**config.mk**
```make
export PLATFORM = sky130hd
export DESIGN_NAME = awcdp_top
export DESIGN_NICKNAME = d
export VERILOG_FILES = /design/src/awcdp_pkg.sv /design/src/awcdp_adder.sv /design/src/awcdp_top.sv
export VERILOG_INCLUDE_DIRS = /design/src /design/src/src
export SDC_FILE = /design/constraint.sdc
export NUM_CORES = 2
export LEC_CHECK = 0
export BUFFER_PORTS_ARGS = -buffer_cell sky130_fd_sc_hd__buf_4
export CAP_MARGIN = 20
export CORE_UTILIZATION = 55
export DETAILED_ROUTE_END_ITERATION = 8
export PLACE_DENSITY = 0.78
export SYNTH_ARGS = -nofsm -noshare
export SYNTH_HDL_FRONTEND = slang
export SYNTH_SLANG_ARGS = --single-unit
```
**constraint.sdc**
```tcl
create_clock -name clock -period 7.7 [get_ports clock]
set_input_delay 1.54 -clock clock [delete_from_list [all_inputs] [get_ports clock]]
set_output_delay 1.54 -clock clock [all_outputs]
set_load 0.01 [all_outputs]
```
**src/awcdp_map.svh**
```systemverilog
`ifndef AWCDP_MAP_SVH
`define AWCDP_MAP_SVH
// Register map (byte addresses, AXI4-Lite)
`define AWCDP_ADDR_INSTR 8'h00
`define AWCDP_ADDR_CONST 8'h04
`define AWCDP_ADDR_EXEC 8'h08
`define AWCDP_ADDR_FLAGS 8'h0C
`define AWCDP_ADDR_RESULT 8'h10
`define AWCDP_ADDR_REGSEL 8'h14
`define AWCDP_ADDR_REGDATA 8'h18
`define AWCDP_ADDR_EXTIN 8'h1C
`define AWCDP_ADDR_EXTIN2 8'h20
`define AWCDP_ADDR_ERRCNT 8'h24
// Instruction word fields
`define AWCDP_F_THREE 31
`define AWCDP_F_SEQ_HI 30
`define AWCDP_F_SEQ_LO 27
`define AWCDP_F_CFG 26
`define AWCDP_F_DST_HI 23
`define AWCDP_F_DST_LO 18
`define AWCDP_F_S1_HI 17
`define AWCDP_F_S1_LO 12
`define AWCDP_F_S2_HI 11
`define AWCDP_F_S2_LO 6
// Operand codes: 0..31 general registers
`define AWCDP_OP_SHIFTQ 6'h20
`define AWCDP_OP_ADROUT 6'h21
`define AWCDP_OP_ACCH 6'h22
`define AWCDP_OP_ACCL 6'h23
`define AWCDP_OP_BLKCNT 6'h24
`define AWCDP_OP_DATOUT 6'h25
`define AWCDP_OP_IOPORT 6'h26
`define AWCDP_OP_INLATCH 6'h27
`define AWCDP_OP_ADRIN 6'h28
`define AWCDP_OP_SWPAT 6'h29
`define AWCDP_OP_CONST 6'h2A
`define AWCDP_OP_DATIN 6'h2B
`define AWCDP_SEQ_CONT 4'h0
// Flag bit positions in FLAGS register
`define AWCDP_FL_ZERO 0
`define AWCDP_FL_CARRY 1
`define AWCDP_FL_SIGN 2
`define AWCDP_FL_OVF 3
`define AWCDP_FL_ACCOVF 4
`define AWCDP_FL_BCZERO 5
`define AWCDP_FL_DORFULL 6
`define AWCDP_FL_REJECT 7
`endif

```
**src/awcdp_pkg.sv**
```systemverilog
package awcdp_pkg;
  // Arithmetic flag group
  typedef struct packed {
    logic overflow;
    logic sign;
    logic carry;
    logic zero;
  } awcdp_flags_type;
  // Adder result bundle
  typedef struct packed {
    logic [15:0] sum;
    awcdp_flags_type flags;
  } awcdp_sum_type;
  typedef enum logic [1:0] {AWCDP_IDLE, AWCDP_EXEC, AWCDP_DONE} awcdp_state_type;
endpackage

```
**src/awcdp_adder.sv**
```systemverilog
`timescale 1ns/10ps
`default_nettype none
module awcdp_adder (
  // Operands
  input wire logic [15:0] opA,
  input wire logic [15:0] opB,
  input wire logic carryIn,
  // Result
  output awcdp_pkg::awcdp_sum_type result
);
  logic [16:0] wide;
  // 17-bit sum keeps the carry out of bit 15
  assign wide = {1'b0, opA} + {1'b0, opB} + {16'h0000, carryIn};
  assign result.sum = wide[15:0];
  assign result.flags.carry = wide[16];
  assign result.flags.zero = (wide[15:0] == 16'h0000);
  assign result.flags.sign = wide[15];
  // Signed overflow: like-signed operands, result sign differs
  assign result.flags.overflow = (opA[15] == opB[15]) && (wide[15] != opA[15]);
endmodule
`default_nettype wire

```
**src/awcdp_top.sv**
```systemverilog
`timescale 1ns/10ps
`default_nettype none
`include "awcdp_map.svh"
module awcdp_top (
  // Clock and reset
  input wire logic clock,
  input wire logic rst_n,
  // AXI4-Lite write address and data
  input wire logic [7:0] s_axi_awaddr,
  input wire logic s_axi_awvalid,
  output logic s_axi_awready,
  input wire logic [31:0] s_axi_wdata,
  input wire logic [3:0] s_axi_wstrb,
  input wire logic s_axi_wvalid,
  output logic s_axi_wready,
  // AXI4-Lite write response
  output logic [1:0] s_axi_bresp,
  output logic s_axi_bvalid,
  input wire logic s_axi_bready,
  // AXI4-Lite read
  input wire logic [7:0] s_axi_araddr,
  input wire logic s_axi_arvalid,
  output logic s_axi_arready,
  output logic [31:0] s_axi_rdata,
  output logic [1:0] s_axi_rresp,
  output logic s_axi_rvalid,
  input wire logic s_axi_rready,
  // Datapath destination outputs
  output logic [15:0] dataOut,
  output logic dataOutFull,
  output logic [15:0] addrOut,
  output logic [15:0] ioPortOut
);
  localparam logic [1:0] RESP_OK = 2'b00;
  localparam logic [1:0] RESP_ERR = 2'b10;

  // Register store
  logic [15:0] genReg [0:31];
  logic [15:0] shiftQ, accHigh, accLow, blkCnt;
  logic [15:0] inLatch, addrIn, swPattern, dataIn, immConst;
  logic [31:0] instrWord;
  logic [4:0] regSel;
  logic [15:0] lastResult;
  logic [7:0] rejectCount;
  awcdp_pkg::awcdp_flags_type arithFlags;
  logic accOverflow, blkCntZero, rejected;
  awcdp_pkg::awcdp_state_type state;

  // Operand read mux, shared for both sources and destination
  function automatic logic [15:0] readOperand(input logic [5:0] code);
    logic [15:0] val;
    val = 16'h0000;
    case (code)
      `AWCDP_OP_SHIFTQ: val = shiftQ;
      `AWCDP_OP_ADROUT: val = addrOut;
      `AWCDP_OP_ACCH: val = accHigh;
      `AWCDP_OP_ACCL: val = accLow;
      `AWCDP_OP_BLKCNT: val = blkCnt;
      `AWCDP_OP_DATOUT: val = dataOut;
      `AWCDP_OP_IOPORT: val = ioPortOut;
      `AWCDP_OP_INLATCH: val = inLatch;
      `AWCDP_OP_ADRIN: val = addrIn;
      `AWCDP_OP_SWPAT: val = swPattern;
      `AWCDP_OP_CONST: val = immConst;
      `AWCDP_OP_DATIN: val = dataIn;
      default: val = (code[5] == 1'b0) ? genReg[code[4:0]] : 16'h0000;
    endcase
    return val;
  endfunction

  // Internal register or shift register test
  function automatic logic isInternal(input logic [5:0] code);
    return (code[5] == 1'b0) || (code == `AWCDP_OP_SHIFTQ);
  endfunction

  // Codes legal as destination (sources-only codes excluded)
  function automatic logic isWritable(input logic [5:0] code);
    return (code[5] == 1'b0) || (code <= `AWCDP_OP_IOPORT);
  endfunction

  // Instruction decode
  wire threeForm = instrWord[`AWCDP_F_THREE];
  wire [3:0] seqField = instrWord[`AWCDP_F_SEQ_HI:`AWCDP_F_SEQ_LO];
  wire cfgOp = instrWord[`AWCDP_F_CFG];
  wire [5:0] dstCode = instrWord[`AWCDP_F_DST_HI:`AWCDP_F_DST_LO];
  wire [5:0] src1Code = instrWord[`AWCDP_F_S1_HI:`AWCDP_F_S1_LO];
  wire [5:0] src2Code = instrWord[`AWCDP_F_S2_HI:`AWCDP_F_S2_LO];
  wire [5:0] srcACode = threeForm ? src1Code : dstCode;
  wire [5:0] srcBCode = threeForm ? src2Code : src1Code;
  logic [15:0] opA, opB;
  // A process, not an assign: the mux must follow register contents too
  always_comb begin
    opA = readOperand(srcACode);
    opB = readOperand(srcBCode);
  end
  wire usesConst = (srcACode == `AWCDP_OP_CONST) || (srcBCode == `AWCDP_OP_CONST);
  wire seqViolation = (usesConst || cfgOp) && (seqField != `AWCDP_SEQ_CONT);
  // two-operand form needs an internal register
  wire formViolation = !threeForm && !isInternal(dstCode) && !isInternal(src1Code);
  wire illegal = seqViolation || formViolation || !isWritable(dstCode);

  // 16-bit add with carry in and carry out
  awcdp_pkg::awcdp_sum_type addRes;
  awcdp_adder adder (
    .opA(opA),
    .opB(opB),
    .carryIn(arithFlags.carry),
    .result(addRes)
  );

  // AXI write channel decode
  logic awHeld, wHeld;
  logic [7:0] awAddr;
  logic [31:0] wData;
  logic [3:0] wStrb;
  wire doWrite = awHeld && wHeld && !s_axi_bvalid;
  wire wrInstr = doWrite && (awAddr == `AWCDP_ADDR_INSTR);
  wire wrConst = doWrite && (awAddr == `AWCDP_ADDR_CONST);
  wire wrExec = doWrite && (awAddr == `AWCDP_ADDR_EXEC) && wData[0] && wStrb[0];
  wire wrRegSel = doWrite && (awAddr == `AWCDP_ADDR_REGSEL);
  wire wrRegData = doWrite && (awAddr == `AWCDP_ADDR_REGDATA);
  wire wrExtIn = doWrite && (awAddr == `AWCDP_ADDR_EXTIN);
  wire wrExtIn2 = doWrite && (awAddr == `AWCDP_ADDR_EXTIN2);
  wire wrFlags = doWrite && (awAddr == `AWCDP_ADDR_FLAGS);
  wire wrKnown = wrInstr || wrConst || (doWrite && awAddr == `AWCDP_ADDR_EXEC) || wrRegSel || wrRegData
    || wrExtIn || wrExtIn2 || wrFlags;
  wire [31:0] nextInstr = {wStrb[3] ? wData[31:24] : instrWord[31:24], wStrb[2] ? wData[23:16] : instrWord[23:16],
    wStrb[1] ? wData[15:8] : instrWord[15:8], wStrb[0] ? wData[7:0] : instrWord[7:0]};
  wire [15:0] next_halfConst = {wStrb[1] ? wData[15:8] : immConst[15:8], wStrb[0] ? wData[7:0] : immConst[7:0]};
  wire execNow = (state == awcdp_pkg::AWCDP_EXEC);

  // Write address and data capture, either order
  always_ff @(posedge clock or negedge rst_n) begin
    if (!rst_n) begin
      awHeld <= 1'b0;
      wHeld <= 1'b0;
      awAddr <= 8'h00;
      wData <= 32'h0000_0000;
      wStrb <= 4'h0;
    end else begin
      if (s_axi_awvalid && s_axi_awready) begin
        awHeld <= 1'b1;
        awAddr <= s_axi_awaddr;
      end else if (doWrite) begin
        awHeld <= 1'b0;
      end
      if (s_axi_wvalid && s_axi_wready) begin
        wHeld <= 1'b1;
        wData <= s_axi_wdata;
        wStrb <= s_axi_wstrb;
      end else if (doWrite) begin
        wHeld <= 1'b0;
      end
    end
  end

  // Ready and response handshakes
  always_ff @(posedge clock or negedge rst_n) begin
    if (!rst_n) begin
      s_axi_awready <= 1'b0;
      s_axi_wready <= 1'b0;
      s_axi_bvalid <= 1'b0;
      s_axi_bresp <= 2'b00;
    end else begin
      s_axi_awready <= !awHeld && !(s_axi_awvalid && s_axi_awready);
      s_axi_wready <= !wHeld && !(s_axi_wvalid && s_axi_wready);
      if (doWrite) begin
        s_axi_bvalid <= 1'b1;
        s_axi_bresp <= wrKnown ? RESP_OK : RESP_ERR;
      end else if (s_axi_bready) begin
        s_axi_bvalid <= 1'b0;
      end
    end
  end

  // Control state: one cycle execute after an exec write
  always_ff @(posedge clock or negedge rst_n) begin
    if (!rst_n) begin
      state <= awcdp_pkg::AWCDP_IDLE;
    end else begin
      case (state)
        awcdp_pkg::AWCDP_IDLE: state <= wrExec ? awcdp_pkg::AWCDP_EXEC : awcdp_pkg::AWCDP_IDLE;
        awcdp_pkg::AWCDP_EXEC: state <= awcdp_pkg::AWCDP_DONE;
        awcdp_pkg::AWCDP_DONE: state <= awcdp_pkg::AWCDP_IDLE;
        default: state <= awcdp_pkg::AWCDP_IDLE;
      endcase
    end
  end

  // Software-loaded words and source inputs
  always_ff @(posedge clock or negedge rst_n) begin
    if (!rst_n) begin
      instrWord <= 32'h0000_0000;
      immConst <= 16'h0000;
      regSel <= 5'h00;
      inLatch <= 16'h0000;
      addrIn <= 16'h0000;
      swPattern <= 16'h0000;
      dataIn <= 16'h0000;
    end else begin
      if (wrInstr) instrWord <= nextInstr;
      if (wrConst) immConst <= next_halfConst;
      if (wrRegSel) regSel <= wData[4:0];
      if (wrExtIn) begin
        inLatch <= wData[15:0];
        addrIn <= wData[31:16];
      end
      if (wrExtIn2) begin
        swPattern <= wData[15:0];
        dataIn <= wData[31:16];
      end
    end
  end

  // General registers: software load or datapath write
  always_ff @(posedge clock) begin
    if (execNow && !illegal && dstCode[5] == 1'b0) begin
      genReg[dstCode[4:0]] <= addRes.sum;
    end else if (wrRegData) begin
      genReg[regSel] <= wData[15:0];
    end
  end

  // result and flags commit in the single execute cycle; a FLAGS write outside it loads carry from bit 1 and clears the output flag only if bit 6 is set
  always_ff @(posedge clock or negedge rst_n) begin
    if (!rst_n) begin
      shiftQ <= 16'h0000;
      addrOut <= 16'h0000;
      accHigh <= 16'h0000;
      accLow <= 16'h0000;
      blkCnt <= 16'h0000;
      dataOut <= 16'h0000;
      ioPortOut <= 16'h0000;
      arithFlags <= 4'h0;
      accOverflow <= 1'b0;
      blkCntZero <= 1'b0;
      dataOutFull <= 1'b0;
      rejected <= 1'b0;
      lastResult <= 16'h0000;
      rejectCount <= 8'h00;
    end else if (execNow) begin
      rejected <= illegal;
      if (illegal) begin
        rejectCount <= rejectCount + 8'h01;
      end else begin
        lastResult <= addRes.sum;
        arithFlags <= addRes.flags;
        case (dstCode)
          `AWCDP_OP_SHIFTQ: shiftQ <= addRes.sum;
          `AWCDP_OP_ADROUT: addrOut <= addRes.sum;
          `AWCDP_OP_ACCH: begin
            accHigh <= addRes.sum;
            accOverflow <= addRes.flags.overflow;
          end
          `AWCDP_OP_ACCL: begin
            accLow <= addRes.sum;
            accOverflow <= addRes.flags.carry;
          end
          `AWCDP_OP_BLKCNT: begin
            blkCnt <= addRes.sum;
            blkCntZero <= addRes.flags.zero;
          end
          // data output register and its flag
          `AWCDP_OP_DATOUT: begin
            dataOut <= addRes.sum;
            dataOutFull <= 1'b1;
          end
          `AWCDP_OP_IOPORT: ioPortOut <= addRes.sum;
          default: ;
        endcase
      end
    end else if (wrFlags) begin
      // Software may reseed the carry and clear the output flag
      arithFlags.carry <= wData[`AWCDP_FL_CARRY];
      if (wData[`AWCDP_FL_DORFULL]) dataOutFull <= 1'b0;
    end
  end

  // Read data selection
  wire [31:0] flagWord = {24'h000000, rejected, dataOutFull, blkCntZero, accOverflow,
    arithFlags.overflow, arithFlags.sign, arithFlags.carry, arithFlags.zero};
  logic [31:0] rdSel;
  logic rdHit;
  always_comb begin
    rdHit = 1'b1;
    case (s_axi_araddr)
      `AWCDP_ADDR_INSTR: rdSel = instrWord;
      `AWCDP_ADDR_CONST: rdSel = {16'h0000, immConst};
      `AWCDP_ADDR_EXEC: rdSel = {31'h0000_0000, state != awcdp_pkg::AWCDP_IDLE};
      `AWCDP_ADDR_FLAGS: rdSel = flagWord;
      `AWCDP_ADDR_RESULT: rdSel = {16'h0000, lastResult};
      `AWCDP_ADDR_REGSEL: rdSel = {27'h0000000, regSel};
      `AWCDP_ADDR_REGDATA: rdSel = {16'h0000, genReg[regSel]};
      `AWCDP_ADDR_EXTIN: rdSel = {addrIn, inLatch};
      `AWCDP_ADDR_EXTIN2: rdSel = {dataIn, swPattern};
      `AWCDP_ADDR_ERRCNT: rdSel = {24'h000000, rejectCount};
      default: begin
        rdSel = 32'h0000_0000;
        rdHit = 1'b0;
      end
    endcase
  end

  // Read channel: address taken, data one cycle later
  always_ff @(posedge clock or negedge rst_n) begin
    if (!rst_n) begin
      s_axi_arready <= 1'b0;
      s_axi_rvalid <= 1'b0;
      s_axi_rdata <= 32'h0000_0000;
      s_axi_rresp <= 2'b00;
    end else begin
      s_axi_arready <= !s_axi_rvalid && !(s_axi_arvalid && s_axi_arready);
      if (s_axi_arvalid && s_axi_arready) begin
        s_axi_rvalid <= 1'b1;
        s_axi_rdata <= rdSel;
        s_axi_rresp <= rdHit ? RESP_OK : RESP_ERR;
      end else if (s_axi_rready) begin
        s_axi_rvalid <= 1'b0;
      end
    end
  end
endmodule
`default_nettype wire
```
### Word-level counts from Yosys, hierarchy flattened

Memory sizes are Yosys's and may differ from the RTL's.
Index checks and enable logic that the tools add are counted.

| word-level totals | value |
|---|---|
| register bits after elaboration | 350 |
| bits in writable memories | 512 |
| input port bits | 59 |
| output and inout bits | 90 |
| logic and storage cells | 222 |
| memories | 1 |

Memories:

| name | words | bits a word | read ports | clocked after memory_dff | write ports | line | text |
|---|---|---|---|---|---|---|---|
| genReg | 32 | 16 | 3 | 0 | 1 | awcdp_top.sv:38 | `logic [15:0] genReg [0:31];` |

| cells by class | value |
|---|---|
| add/sub/neg operators | 3 |
| magnitude comparators | 1 |
| equality and inequality tests | 53 |
| muxes and demuxes | 36 |
| bitwise logic cells | 3 |
| reductions and logical operators | 83 |

Operator list:

| kind | count |
|---|---|
| $pmux 16 s12 | 2 |
| $pmux 32 s10 | 1 |
| $eq 6x6->1 const B | 32 |
| $eq 8x5->1 const B | 7 |
| $mux 16 | 3 |
| $eq 8x4->1 const B | 4 |
| $eq 8x6->1 const B | 3 |
| $logic_and 1x1->1 | 24 |
| $reduce_and 3->1 | 8 |
| $mux 1 | 22 |
| $reduce_and 2->1 | 9 |
| $add 16x16->17 | 1 |
| $add 17x1->17 | 1 |
| $eq 8x3->1 const B | 2 |
| $logic_not 16->1 | 1 |
| $logic_not 8->1 | 2 |
| $reduce_bool 2->1 | 8 |
| $reduce_or 16->1 | 1 |
| $logic_or 1x1->1 | 14 |
| $logic_not 1->1 | 12 |
| $mux 6 | 2 |
| $reduce_or 10->1 | 1 |
| $add 8x1->8 const B | 1 |
| $le 6x6->1 const B | 1 |
| 13 further kinds | 17 |

### Logic depth before layout (Yosys ltp)

| depth | value |
|---|---|
| depth after elaboration | 14 |
| depth in mapped cells | 24 |
| mapped depth without buffers | 20 |

### Modules after synthesis

From an unflattened synthesis, not the netlist that was laid out.

| second synthesis, totals | value |
|---|---|
| cells, all modules | 3,825 |
| area total of the unflattened synthesis | 46,728.6 um^2 |

Modules (own cells, without submodules):

| module | instances | cells each | area an instance (um^2) | sequential area each (um^2) |
|---|---|---|---|---|
| awcdp_top | 1 | 3,709 | 45,821.4 | 24,083.1 |
| awcdp_adder | 1 | 116 | 907.1 | 0.0 |

### Worst setup path after synthesis

OpenSTA, ideal clock, no wires.

| timing | value |
|---|---|
| path kind | register to register |
| start | register instrWord[31] |
| end | memory genReg[0][14], data pin |
| library setup time | 0.454 ns |
| arrival time | 5.921 ns |
| data required time | 7.246 ns |
| setup slack | 1.325 ns |
| stages on the path, launching flop included | 22 |
| buffers on the path | 6 |
| clock period less this slack | 6.375 ns |
| cells stage by stage | dfrtp_1 > buf_2 > buf_2 > buf_2 > buf_4 > mux2i_1 > clkbuf_1 > clkbuf_1 > mux4_2 > o22ai_1 > o21ai_0 > a31oi_1 > fa_1 > fa_1 > nor2b_1 > o21ai_0 > o21ai_1 > a311oi_1 > o21ai_1 > and4_1 > nor3_1 > o21ai_0 |

| on the way | value |
|---|---|
| cells in the longest elaborated chain, start to end | 14 |
| elaborated cells between the ends (all ways) | 48 |
| classes of those cells | add/sub (2); eq/ne (24); mux (9); reduce/logical (12); memory (1) |

Ends and longest elaborated chain:

| element | line | text |
|---|---|---|
| start, declared | awcdp_top.sv:41 | `logic [31:0] instrWord;` |
| start signal, assigned | awcdp_top.sv:201 | `if (wrInstr) instrWord <= nextInstr;` |
| parallel branches: the longest is 13 deep, another holds $add 16x16->17 | - |  |
| $mux 16 (no line) (*) | - |  |
| end, declared | awcdp_top.sv:38 |  |

Every way passes the cells marked *.

### Final worst setup path

| timing | value |
|---|---|
| start | register instrWord[31] |
| end | memory genReg[22][14], data pin |

Same word-level chain as after synthesis.

==> flow_metrics.tcl <==
set metrics [dict create \
    cts_tree "built" \
    drtIter0Drc 5919 \
    pwr_density_cell_nw_per_um2 355 \
    wl_per_cell_um 39.4 \
    path_class "register to register" \
    clkTransAtPathRegs_ns 0.06 \
    area_delta_synth_final_pct 14.5 \
    start_util 0.558 \
    maxCapViolCount 0 \
    port_buffers 146 \
    gr-total-overflow 0 \
    gp_congestion 1.05 \
    die_h_um 286 \
    fin_tns_setup_ns 0 \
    finalCritPeriodShare 0.899 \
    finalSetupViolations 0 \
    cts.sinks 859 \
    dieArea_um2 81700 \
    synthArstFlopShare 0.404 \
    pre_cts_slack_ns 1.01 \
    first_pass_iters 8 \
    grt_usage 0.421 \
    clk_latency_ns 0.70 \
    irDropWorstVdd_v 0.000295 \
    holdPathEnd "s_axi_awready" \
    yosys_most_used_dff "edfxtp_1" \
    layoutNonFillerInstCount 4338 \
    fmax_mhz 144 \
    arrival_ns 7.31 \
    final_cell_mix "edfxtp_1 (512), mux4_2 (408), dfrtp_1 (342)" \
    hold_path.startpoint "awHeld" \
    crit_start "instrWord[31]" \
    route.detailed.drc 0 \
    hold_class "register to register" \
    synth-seq-area-share 0.543 \
    synth-edff-count 512 \
    cp.required_ns 8.09 \
    nNetsFinal 3285 \
    synthCells 3034 \
    ys_ff_latch 859 \
    final_common_cell "edfxtp_1" \
    htreeDepth 3 \
    cts_setup_buffers 0 \
    drive_above_1_share 0.344 \
    antenna_found_initial 3 \
    post_cts_resized 0 \
    root_buffer "clkbuf_16" \
    ys_types 70 \
    worstMarginPinSlew_ns 1.20 \
    ant_nets 0 \
    reg2reg_slack_ns 0.77 \
    rr_startpoint "instrWord[31]" \
    drv_slew 0 \
    drt-total-wl_mm 171 \
    clock_skew_ns 0.0477 \
    cp-end-kind "register" \
    core-area_um2 79400 \
    outcome "complete, no violations" \
    hold_violations 0 \
    cp-start-kind "register" \
    holdPathStages 1 \
    max-slew-margin-rel 0.199 \
    holdWs_ns 0.445 \
    dp_hpwl_mm 111 \
    worstPathMaxFanout 34 \
    cts_buffers 91 \
    fin_ws_ns 0.775 \
    syn_area_um2 44300 \
    reg2reg_depth 15 \
    rows 103 \
    dp.cells 4158 \
    grt_pass1_vias 33400 \
    fin_crit_ns 6.93 \
    die_x_um 286 \
    power_leakage_uw 0.0184 \
    cts_buffer_depth 3 \
    rsz0062_at_grt "no" \
    pin_count 149 \
    ys_warn_count 0 \
    num_vias 33900 \
    grt_pass1_wl_mm 242 \
    via_per_inst 7.80 \
    r2r-end "genReg[22][14]" \
    grt_start_max_net_pins 145 \
    avgSynthCellArea_um2 14.6 \
    hold_buffers 0 \
]
## routing by layer
metal / share of wire / global-route usage / vias up
li1: - / - / 12900
met1: 0.32 / 0.526 / 16800
met2: 0.45 / 0.644 / 3348
met3: 0.14 / 0.113 / 770
met4: 0.089 / 0.291 / 4
met5: 0.00060 / 0.00756 / -
## stage by stage
step           utilization  power, uW  area, um^2
2_1_floorplan            -      10100       44300
3_3_place_gp         0.597      12800       47400
3_5_place_dp         0.598      13100       47400
4_1_cts              0.637      17700       50600
5_1_grt              0.639      18300       50700
6_report             0.639      18000       50700
## logic make-up (layout without fill, tap and decap cells)
family                   after synthesis  in the layout  share of synthesized area
buffers and inverters                257            505                     0.0234
AND/OR/NAND/NOR                      551            551                     0.0589
XOR/XNOR                              18             18                    0.00356
multiplexers                         596            596                      0.255
flip-flops                           859            859                      0.543
adder cells (fa/ha/maj)               18             18                    0.00542
other                                  1              7                  0.0000846
AO/OA/AOI/OAI                        734            734                      0.111
## how the worst max path moves through the flow
stage | slack (ns) | end | depth (start not counted)
CTS | 1.01 | genReg[6][14] | 18
floorplan | 1.33 | genReg[0][14] | 21
detailed placement | 1.01 | genReg[2][14] | 17
finish | 0.77 | genReg[22][14] | 15
global placement | 1.13 | genReg[19][14] | 20
global route | 0.66 | genReg[23][14] | 18
## area by class of cell
| type | count | area (um^2) |
|---|---|---|
| antenna | 5 | 12.5 |
| timing repair buffer | 319 | 2580 |
| fill | 5667 | 28700 |
| inverter | 18 | 67.6 |
| sequential | 859 | 24100 |
| clock buffer | 105 | 2400 |
| tap | 1050 | 1310 |
| clock inverter | 63 | 757 |
| multi-input combinational | 1919 | 19500 |
## sequential cells by signal, indices dropped and copies added, names as in the netlist, 32 cells and up
name / count
genReg: 512
instrWord: 32
s_axi_rdata: 32
wData: 32
## where the power goes
| group | total (uW) | internal, uW | switching (uW) | leakage (uW) |
|---|---|---|---|---|
| Clock | 4640 | 2640 | 2000 | 0.00152 |
| Combinational | 6110 | 1770 | 4340 | 0.00760 |
| Sequential | 7250 | 6770 | 483 | 0.00931 |
## cell usage after synthesis (all sizes together) (9+ instances only)
cell type / number / area, um^2
and3: 18 / 113
nor3: 66 / 330
edfxtp: 512 / 15400
nand4: 19 / 119
nand2: 237 / 890
nand3b: 14 / 105
a31oi: 11 / 68.8
a22o: 76 / 666
nor4: 16 / 100
ha: 16 / 200
clkbuf: 159 / 598
and2: 10 / 62.6
nor2: 85 / 335
o22ai: 128 / 801
nand2b: 9 / 63.8
xor2: 10 / 87.6
buf: 80 / 372
inv: 18 / 67.6
o21ai: 228 / 1140
a222oi: 49 / 490
mux2i: 23 / 230
a21oi: 74 / 370
nand3: 40 / 200
mux2: 165 / 1860
a22oi: 61 / 458
dfrtp: 347 / 8680
a221oi: 60 / 526
mux4: 408 / 9190
## critical path, cell delays in order, from the launching register on
cell and delay, ns:
dfrtp_2 0.82, mux2i_4 0.98, mux4_2 0.40, o22ai_1 0.10
nor3_1 0.84, o21ai_0 0.54, nand4_1 0.31, ha_1 0.29
o21ai_0 0.16, o21ai_1 0.23, a311oi_1 0.72, o21ai_1 0.27
and4_1 0.26, nor3_1 0.31, o21ai_2 0.09, buf_4 0.27
(Power assumes the default switching activity.)
